[config.mk]
export PLATFORM = sky130hd
export DESIGN_NAME = network_clock_manager
export DESIGN_NICKNAME = d
export VERILOG_FILES = /design/src/clkmgr_pkg.sv /design/src/network_clock_manager.sv
export SDC_FILE = /design/constraint.sdc
export NUM_CORES = 1
export LEC_CHECK = 0
export ABC_CLOCK_PERIOD_IN_PS = 4400
export BUFFER_PORTS_ARGS = -buffer_cell sky130_fd_sc_hd__buf_4
export CAP_MARGIN = 20
export CORE_MARGIN = 4
export CORE_UTILIZATION = 50
export CTS_CLUSTER_SIZE = 20
export DETAILED_ROUTE_END_ITERATION = 16
export PLACE_DENSITY = 0.85
export SLEW_MARGIN = 20
export SYNTH_ARGS = -nofsm -noshare
export SYNTH_HDL_FRONTEND = slang
export SYNTH_SLANG_ARGS = --single-unit
[constraint.sdc]
create_clock -name MCLK -period 4.4 [get_ports MCLK]
set_input_delay 0.88 -clock MCLK [delete_from_list [all_inputs] [get_ports MCLK]]
set_output_delay 0.88 -clock MCLK [all_outputs]
set_load 0.05 [all_outputs]
[src/clkmgr_pkg.sv]
// Constants and types of the network clock manager
// Notes on behaviour
// - Lock source select picks reference: 00 line, 01 audio, 10 crystal, 11 bit clock
// - Hold-off bit 7 stops locking; PLL falls to lowest frequency
// - Divider field sets master clock multiple: 384,256,128,64,1536,1024,768,512
// - Divider code 101 gives one third duty cycle
// - Oscillator ratio 00 256x, 01 384x, 10 512x; 11 reserved
// - Unlock flag bit 7 reads 1 unlocked, 0 locked; 1 after reset
// - Line activity set by receive edges, clears about 128 ns after them
// - Deep-sleep bit 5: light sleep, deep once quiet; wake on activity or access
// - Light-sleep bit 4: light sleep; wake on host access or network wake
// - Tolerance tuning register resets to C0h; host loads C0h or C3h
// - Loss of lock sets sticky error flag until software clears it
// - After lock, source data needs three frames unless bypassed
// - No source data while unlocked; register access always served
// - Crystal oscillator powered down unless lock source select is 10
// - Divider change or unlock may glitch master clock output
// - Unlocked PLL drifts to lowest frequency but still clocks
package clkmgr_pkg;

    localparam logic [7:0] CM1_ADDR   = 8'h83;
    localparam logic [7:0] CM2_ADDR   = 8'h8E;
    localparam logic [7:0] TUNE_ADDR  = 8'h93;

    localparam int HOLD_OFF_BIT       = 7;
    localparam int DIV_LSB            = 4;
    localparam int RATIO_LSB          = 2;
    localparam int SRC_LSB            = 0;
    localparam int UNLOCK_BIT         = 7;
    localparam int ACT_BIT            = 6;
    localparam int DEEP_BIT           = 5;
    localparam int LIGHT_BIT          = 4;

    localparam logic [7:0] CM1_RST    = 8'h00;
    localparam logic [7:0] TUNE_RST   = 8'hC0;
    localparam logic [1:0] SRC_LINE   = 2'h0;
    localparam logic [1:0] SRC_XTAL   = 2'h2;
    localparam logic [1:0] RATIO_RSVD = 2'h3;

    localparam int CLK_PERIOD_NS      = 40;
    localparam int ACT_HOLD_NS        = 128;
    localparam int ACT_HOLD_CYC =
        (ACT_HOLD_NS + CLK_PERIOD_NS - 1) / CLK_PERIOD_NS;
    localparam logic [1:0] SYNC_FRAMES = 2'h3;

    typedef enum logic [1:0] {
        AWAKE = 2'b00,
        LIGHT = 2'b01,
        DEEP  = 2'b11
    } sleep_t;

    typedef struct packed {
        logic [7:0] cm1;
        logic       deep_en;
        logic       light_en;
        logic [7:0] tune;
        sleep_t     slp;
        logic [2:0] rx_sy;
        logic [1:0] lk_sy;
        logic [2:0] tk_sy;
        logic [2:0] act_cnt;
        logic       unlock;
        logic       lock_err;
        logic [1:0] frame_cnt;
        logic [5:0] div_cnt;
        logic       recovered_master_clk;
        logic [7:0] rdata;
    } state_t;

endpackage

[src/network_clock_manager.sv]
// Clock manager: reference select, master clock divider, lock and sleep
`timescale 1ns/10ps
module network_clock_manager
    import clkmgr_pkg::*;
(
    input  wire logic       MCLK,
    input  wire logic       RST,
    input  wire logic [7:0] REG_ADDR,
    input  wire logic [7:0] REG_WDATA,
    input  wire logic       REG_WR,
    input  wire logic       REG_RD,
    output logic      [7:0] REG_RDATA,
    input  wire logic       RX_LINE,
    input  wire logic       PLL_LOCK_IN,
    input  wire logic       PLL_TICK,
    input  wire logic       NET_WAKE,
    input  wire logic       FRAME_SYNC,
    input  wire logic       RECOVERED_MASTER_CLK_EN,
    input  wire logic       ALL_BYPASS_SEL,
    input  wire logic       SRC_BYPASS_SEL,
    input  wire logic       LOCK_ERR_CLR,
    output logic      [1:0] PLL_REF_SEL,
    output logic            PLL_HOLD_OFF,
    output logic            OSC_POWER_EN,
    output logic      [1:0] OSC_RATIO_SEL,
    output logic            RECOVERED_MASTER_CLK,
    output logic      [7:0] PWD_TUNE,
    output logic            LINE_ACTIVITY,
    output logic            PLL_UNLOCKED,
    output logic            LOCK_ERR,
    output logic            SRC_XFER_EN,
    output logic            LIGHT_SLEEP,
    output logic            DEEP_SLEEP
);

    // Base ticks per master clock period, base rate is 3072 Fs
    function automatic logic [5:0] div_limit(input logic [2:0] code);
        case (code)
            3'b000:  div_limit = 6'd8;
            3'b001:  div_limit = 6'd12;
            3'b010:  div_limit = 6'd24;
            3'b011:  div_limit = 6'd48;
            3'b100:  div_limit = 6'd2;
            3'b101:  div_limit = 6'd3;
            3'b110:  div_limit = 6'd4;
            default: div_limit = 6'd6;
        endcase
    endfunction

    state_t     s_r;
    state_t     s_nxt;
    logic       rx_edge;
    logic       tick;
    logic       host_acc;
    logic       wr_cm1;
    logic       wr_cm2;
    logic [5:0] lim;
    logic [5:0] high_len;

    assign rx_edge  = s_r.rx_sy[1] ^ s_r.rx_sy[2];
    assign tick     = s_r.tk_sy[1] & ~s_r.tk_sy[2];
    assign host_acc = REG_WR | REG_RD;
    assign wr_cm1   = REG_WR && (REG_ADDR == CM1_ADDR);
    assign wr_cm2   = REG_WR && (REG_ADDR == CM2_ADDR);

    always_comb begin
        s_nxt = s_r;

        // Pin synchronisers
        s_nxt.rx_sy = {s_r.rx_sy[1:0], RX_LINE};
        s_nxt.lk_sy = {s_r.lk_sy[0], PLL_LOCK_IN};
        s_nxt.tk_sy = {s_r.tk_sy[1:0], PLL_TICK};

        // Receive line activity, retriggered by either edge
        if (rx_edge) begin
            s_nxt.act_cnt = 3'(ACT_HOLD_CYC);
        end else if (s_r.act_cnt != 3'h0) begin
            s_nxt.act_cnt = s_r.act_cnt - 3'h1;
        end

        // Lock status and sticky lock error, set beats clear
        s_nxt.unlock = ~s_r.lk_sy[1];
        if (LOCK_ERR_CLR) begin
            s_nxt.lock_err = 1'b0;
        end
        if (!s_r.unlock && s_nxt.unlock) begin
            s_nxt.lock_err = 1'b1;
        end

        // Frames since lock, restarted by any unlock
        if (s_r.unlock) begin
            s_nxt.frame_cnt = 2'h0;
        end else if (FRAME_SYNC && s_r.frame_cnt != SYNC_FRAMES) begin
            s_nxt.frame_cnt = s_r.frame_cnt + 2'h1;
        end

        // Sleep sequencing; waking drops both enables
        case (s_r.slp)
            AWAKE: begin
                if (s_r.deep_en || s_r.light_en) begin
                    s_nxt.slp = LIGHT;
                end
            end
            LIGHT: begin
                if (host_acc || NET_WAKE) begin
                    s_nxt.slp      = AWAKE;
                    s_nxt.deep_en  = 1'b0;
                    s_nxt.light_en = 1'b0;
                end else if (s_r.deep_en && s_r.act_cnt == 3'h0) begin
                    s_nxt.slp = DEEP;
                end
            end
            DEEP: begin
                if (host_acc || s_r.act_cnt != 3'h0) begin
                    s_nxt.slp      = AWAKE;
                    s_nxt.deep_en  = 1'b0;
                    s_nxt.light_en = 1'b0;
                end
            end
            default: begin
                s_nxt.slp = AWAKE;
            end
        endcase

        // Register writes act on the next cycle
        if (wr_cm1) begin
            s_nxt.cm1 = REG_WDATA;
            if (REG_WDATA[RATIO_LSB +: 2] == RATIO_RSVD) begin
                s_nxt.cm1[RATIO_LSB +: 2] = s_r.cm1[RATIO_LSB +: 2];
            end
        end
        if (wr_cm2) begin
            s_nxt.deep_en  = REG_WDATA[DEEP_BIT];
            s_nxt.light_en = REG_WDATA[LIGHT_BIT];
        end
        if (REG_WR && REG_ADDR == TUNE_ADDR) begin
            s_nxt.tune = REG_WDATA;
        end

        // Master clock divider; a new ratio restarts it
        lim      = div_limit(s_nxt.cm1[DIV_LSB +: 3]);
        high_len = lim >> 1;
        if (s_nxt.cm1[DIV_LSB +: 3] != s_r.cm1[DIV_LSB +: 3]) begin
            s_nxt.div_cnt = 6'h0;
        end else if (tick) begin
            if (s_r.div_cnt >= lim - 6'h1) begin
                s_nxt.div_cnt = 6'h0;
            end else begin
                s_nxt.div_cnt = s_r.div_cnt + 6'h1;
            end
        end
        s_nxt.recovered_master_clk = RECOVERED_MASTER_CLK_EN && (s_nxt.div_cnt < high_len);

        // Read data, served in any sleep or lock state
        s_nxt.rdata = 8'h00;
        if (REG_RD) begin
            case (REG_ADDR)
                CM1_ADDR: begin
                    s_nxt.rdata = s_r.cm1;
                end
                CM2_ADDR: begin
                    s_nxt.rdata[UNLOCK_BIT] = s_r.unlock;
                    s_nxt.rdata[ACT_BIT]    = s_r.act_cnt != 3'h0;
                    s_nxt.rdata[DEEP_BIT]   = s_r.deep_en;
                    s_nxt.rdata[LIGHT_BIT]  = s_r.light_en;
                end
                TUNE_ADDR: begin
                    s_nxt.rdata = s_r.tune;
                end
                default: begin
                    s_nxt.rdata = 8'h00;
                end
            endcase
        end
    end

    always_ff @(posedge MCLK or posedge RST) begin
        if (RST) begin
            s_r           <= '0;
            s_r.cm1       <= CM1_RST;
            s_r.tune      <= TUNE_RST;
            s_r.slp       <= AWAKE;
            s_r.unlock    <= 1'b1;
        end else begin
            s_r <= s_nxt;
        end
    end

    assign REG_RDATA            = s_r.rdata;
    assign PLL_REF_SEL          = s_r.cm1[SRC_LSB +: 2];
    assign PLL_HOLD_OFF         = s_r.cm1[HOLD_OFF_BIT];
    assign OSC_POWER_EN         = s_r.cm1[SRC_LSB +: 2] == SRC_XTAL;
    assign OSC_RATIO_SEL        = s_r.cm1[RATIO_LSB +: 2];
    assign RECOVERED_MASTER_CLK = s_r.recovered_master_clk;
    assign PWD_TUNE             = s_r.tune;
    assign LINE_ACTIVITY        = s_r.act_cnt != 3'h0;
    assign PLL_UNLOCKED         = s_r.unlock;
    assign LOCK_ERR             = s_r.lock_err;
    assign SRC_XFER_EN          = !s_r.unlock && (ALL_BYPASS_SEL
        || SRC_BYPASS_SEL || s_r.frame_cnt == SYNC_FRAMES);
    assign LIGHT_SLEEP          = s_r.slp == LIGHT;
    assign DEEP_SLEEP           = s_r.slp == DEEP;
endmodule

* Yosys cells after proc, flatten, opt, wreduce, memory -nomap -nowiden *
Index checks and enable logic that the tools add are counted.

word-level totals
  register bits = 50
  bits of input ports = 29
  output and inout bits = 29
  logic and storage cells = 98

operators by class
  add/sub/neg operators = 4
  magnitude comparators = 2
  equality and inequality tests = 21
  multiplexer cells = 23
  bitwise gates (word level) = 6
  reduce and logical (&&, ||, !) cells = 25

operators by type and width
  operator                                                               number
  6-bit one-hot mux with 7 select lines                                  1
  8-bit equality test, second input constant                             3
  2-bit 2-to-1 mux                                                       9
  6-bit 2-to-1 mux                                                       3
  4-bit one-hot mux with 3 select lines                                  1
  3-bit equality test, second input constant                             3
  3-bit by 1-bit != test with 1-bit output, second input constant        3
  2-bit equality test, second input constant                             4
  1-bit logical AND                                                      8
  8-bit 2-to-1 mux                                                       1
  4-bit one-hot mux with 2 select lines                                  1
  7-bit 2-to-1 mux                                                       1
  6-bit by 1-bit adder with 6-bit output, second input constant          1
  3-bit by 2-bit equality test with 1-bit output, second input constant  2
  6-bit >= comparator                                                    1
  3-bit zero test                                                        2
  6-bit by 5-bit less-than comparator with 1-bit output                  1
  3-bit 2-to-1 mux                                                       2
  2-bit one-hot mux with 3 select lines                                  1
  3-bit AND reduction                                                    2
  2-bit nonzero test                                                     3
  3-bit nonzero test                                                     2
  6-bit by 1-bit subtractor with 6-bit output, second input constant     1
  1-bit logical OR                                                       5
  16 further kinds                                                       20

* Logic depth before layout (Yosys ltp) *
  word-level depth = 12
  gate-level depth with buffers = 20
  mapped depth without buffers = 20

* Worst setup path before layout *
Ideal clock, no wire load.

  path type = input to register
  start = input REG_ADDR[2]
  end = register s_r (netlist bit RECOVERED_MASTER_CLK)
  library setup time = 0.101 ns
  arrival = 4.201 ns
  data required time = 4.299 ns
  slack = 0.098 ns
  stages = 20
  path buffers = 1
  cells stage by stage = and4bb_1 -> nand4b_2 -> buf_6 -> mux2i_4 -> nand3_1 -> ha_1 -> a211oi_1 -> a31oi_1 -> ha_1 -> nand2_1 -> or3_1 -> o211ai_1 -> or2_2 -> nor2_1 -> ha_1 -> a21oi_1 -> nand3_1 -> nand2_1 -> a31oi_1 -> nor4_1

RTL lines
  item                  RTL line                      RTL
  start, declared       network_clock_manager.sv:8    input wire logic [7:0] REG_ADDR,
  end signal, assigned  network_clock_manager.sv:185  s_r <= s_nxt;
  end, declared         network_clock_manager.sv:50   state_t s_r;

==> results.ini <==
[outcome]
status = finished clean

[synthesis]
ys_types = 47
async_reset_ff_frac = 1.00
synth_edf_count = 0
synthCells = 245
syn_nets = 289
ys.flop_type = dfrtp_1
synth.yosys.seq_area_share = 0.473
ys_ff_latch = 50
netlist_area_sq_um = 2650
synth.avg_cell_area_sq_um = 10.8
ys_warn_count = 0

[sta]
max-slew-margin-rel = 0.455
hold_viol = 0
min_period_ns = 4.30
finClkSkew_ns = 0.00660
setup_tns_ns = 0
fin_worst_hold_slack_ns = 0.357
setup_viol = 0
worst_pin_slew_ns = 0.817
min_period_over_period = 0.976
fmax_mhz = 233
slew_violations = 0
fin_ws_ns = 0.104

[setup_path]
crit_required_ns = 4.58
crit_buf_inv = 1
max_stage_delay_ns = 0.34
crit_path_end_kind = flop
cp_common_cell = nand3_1
crit_slowest_cell = and4bb_2
crit_type = primary input to flop
cp_max_fo = 6
cp.arrival_ns = 4.47
path_cells = buf_4 -> and4bb_2 -> nand4b_4 -> mux2_2 -> nand3_1 -> ha_2 -> a211oi_2 -> a31oi_1 -> ha_1 -> nand2_1 -> or3_1 -> o211ai_1 -> or2_4 -> nor2_2 -> ha_1 -> nand3_1 -> nand3_1 -> nand2_1 -> a311oi_1 -> nor4_1
cp-start-kind = primary input
path_delay_family = simple AND/OR/NAND/NOR gates

[final_layout]
layout.nets = 349
layout-drive-gt1-share = 0.386
diodes = 0
syn2layout_area_growth_pct = 24.6

[clock_tree]
htreeDepth = 2
cts_max_path_buffers = 2
cts_buffers = 5
tritoncts = yes
clockRootBuffer = clkbuf_8
clk_pin_slew_ns = 0.10
insertion_delay_ns = 0.30
cts.sinks = 50

[global_routing]
gr-total-overflow = 0
grt_pass1_vias = 1998
grt_max_degree = 51
grt_util_all_layers = 0.175
grt_pass1_wl_um = 8940
antenna_found_initial = 0

[pwr]
power_switching_uw = 451
power_density_nw_per_um2 = 384
power_frac_seq = 0.441
power_mw = 1.27
p_comb_frac = 0.346
vdd_ir_drop_max_mv = 0.231
p_leak_nw = 1.62
netSwitchingFraction = 0.355
intPower_uw = 819
pwr-share-clk = 0.213

[route]
wl_per_cell_um = 15.0
viasPerCell = 5.42
dr_total_vias = 2037
dr.first_iter.drc_count = 147
drc = 0
drt_wl_total_um = 5650
first_pass_iters = 5
final_antenna_net_count = 0

[die]
rows = 26
coreArea_sq_um = 5140
die_area_sq_um = 6540
die_w_um = 80.9
initial_core_util = 0.516
die_h_um = 80.9
ios = 58

[placement]
hpwlAfterDp_um = 4210
dp_slack_ns = -0.475
gp_congestion = 0.885
io_buffers = 57

[run]
cap_violations = 0

[min_path]
hold_path.class = flop to flop

-- state kept, by name, indices dropped and copies added, names as in the netlist --
register              flops
PLL_HOLD_OFF              1
s_nxt                     5
RECOVERED_MASTER_CLK      1
LOCK_ERR                  1
s_r                      21
PLL_REF_SEL               2
PLL_UNLOCKED              1
PWD_TUNE                  8
OSC_RATIO_SEL             2
REG_RDATA                 8
-- path summary, 6_finish.rpt --
path / slack, ns / startpoint / endpoint / cells after the start
setup / recovery: 0.10 / REG_ADDR[3] / RECOVERED_MASTER_CLK$_DFF_PP0_ / 20
hold / removal: 0.36 / s_nxt[26]$_DFF_PP0_ / s_r[26]$_DFF_PP0_ / 0
setup reg to reg: 0.84 / s_r[47]$_DFF_PP0_ / RECOVERED_MASTER_CLK$_DFF_PP0_ / 19
hold reg to reg: 0.36 / s_nxt[26]$_DFF_PP0_ / s_r[26]$_DFF_PP0_ / 0
max in group asynchronous: 3.20 / RST / REG_RDATA[3]$_DFF_PP0_ / 2
min in group asynchronous: 0.71 / RST / s_r[12]$_DFF_PP0_ / 2
-- metal layers --
layer / vias to the layer above / routed length, um / global-route usage
li1: 960 / - / -
met1: 997 / 2310 / 0.211
met2: 68 / 2880 / 0.304
met3: 12 / 331 / 0.0377
met4: 0 / 117 / 0.0676
met5: - / 0 / 0
-- cells in the final DEF, fill, tap and decap left out, types with 2 or more instances in the layout --
cell,count
a21o_1,3
a21oi_1,2
a21oi_2,2
a222oi_1,4
a22oi_1,4
a31oi_1,4
and3_1,2
buf_4,75
clkbuf_8,5
clkinvlp_4,2
dfrtp_1,47
dfstp_2,3
ha_1,13
inv_1,15
mux2_2,11
mux2i_1,2
mux2i_4,2
nand2_1,17
nand2b_1,3
nand3_1,8
nand4_1,3
nor2_1,11
nor2b_1,12
nor3_1,4
nor3b_2,2
nor4_1,2
o21ai_0,10
o22a_1,2
xnor2_1,5
xor2_1,5
-- what timing repair did --
item                       in CTS  in global routing
setup buffers                   2                  2
pin swaps                       1                  9
hold buffers                    0                  0
gates resized for setup         6                  9
setup endpoints to repair       1                  1
-- kinds of logic (layout without fill, tap and decap cells) --
| group | Yosys count | count (layout) | synth area share |
|---|---|---|---|
| compound gates | 40 | 40 | 0.109 |
| xor+xnor | 10 | 10 | 0.0330 |
| fa+ha+maj | 15 | 15 | 0.0707 |
| buf+inv | 39 | 100 | 0.0867 |
| flops | 50 | 50 | 0.473 |
| mux | 16 | 16 | 0.0717 |
| simple gates | 75 | 75 | 0.156 |
-- synth_stat cells (2+ instances only) --
cell / number / area (sq um)
a222oi_1: 4 / 40.0
nor3_1: 4 / 20.0
a211oi_1: 2 / 15.0
o21ai_0: 10 / 50.1
inv_1: 16 / 60.1
xor2_1: 5 / 43.8
nand2_1: 17 / 63.8
ha_1: 15 / 188
a21o_1: 3 / 22.5
nand2b_1: 3 / 18.8
a31oi_1: 4 / 25.0
a22oi_1: 4 / 30.0
mux2_2: 11 / 124
xnor2_1: 5 / 43.8
nor2_1: 13 / 48.8
buf_4: 20 / 150
nor2b_1: 12 / 75.1
dfstp_2: 3 / 78.8
o22a_1: 2 / 17.5
nor4_1: 2 / 12.5
mux2i_1: 3 / 30.0
a21oi_1: 4 / 20.0
nand4_1: 3 / 18.8
dfrtp_1: 47 / 1180
nand3_1: 9 / 45.0
and3_1: 2 / 12.5
nor3b_2: 2 / 25.0
-- area by class of cell --
| cell class | count | area, sq um |
|---|---|---|
| clock buffers | 5 | 68.8 |
| clock inverters | 3 | 23.8 |
| fillers | 402 | 1830 |
| inverters | 16 | 61.3 |
| multi-input cells | 156 | 1230 |
| flip-flops and latches | 50 | 1250 |
| well taps | 70 | 87.6 |
| repair buffers | 76 | 574 |
-- power by group through the flow --
stage               Combinational, mW  Sequential [mW]  Clock [mW]
floorplan                       0.255            0.573           0
global placement                0.383            0.563           0
finish                          0.439            0.560       0.271
detailed placement              0.401            0.566           0
global route                    0.489            0.565       0.300
CTS                             0.409            0.558       0.277
-- worst reg2reg max path, delay by kind of cell (launching register included) --
family / cells / cell delay, ns
flip-flops: 1 / 0.46
AND/OR/NAND/NOR: 8 / 0.97
adder cells (fa/ha/maj): 3 / 0.83
buffers and inverters: 2 / 0.14
AO/OA/AOI/OAI: 5 / 0.86
multiplexers: 1 / 0.19
-- metrics by stage --
stage,util,std cells,area (sq um)
5_1_grt,0.643,376,3310
4_1_cts,0.630,374,3240
2_1_floorplan,-,245,2650
3_5_place_dp,0.605,364,3110
3_3_place_gp,0.605,364,3110
6_report,0.643,376,3310
(Power assumes the default switching activity.)
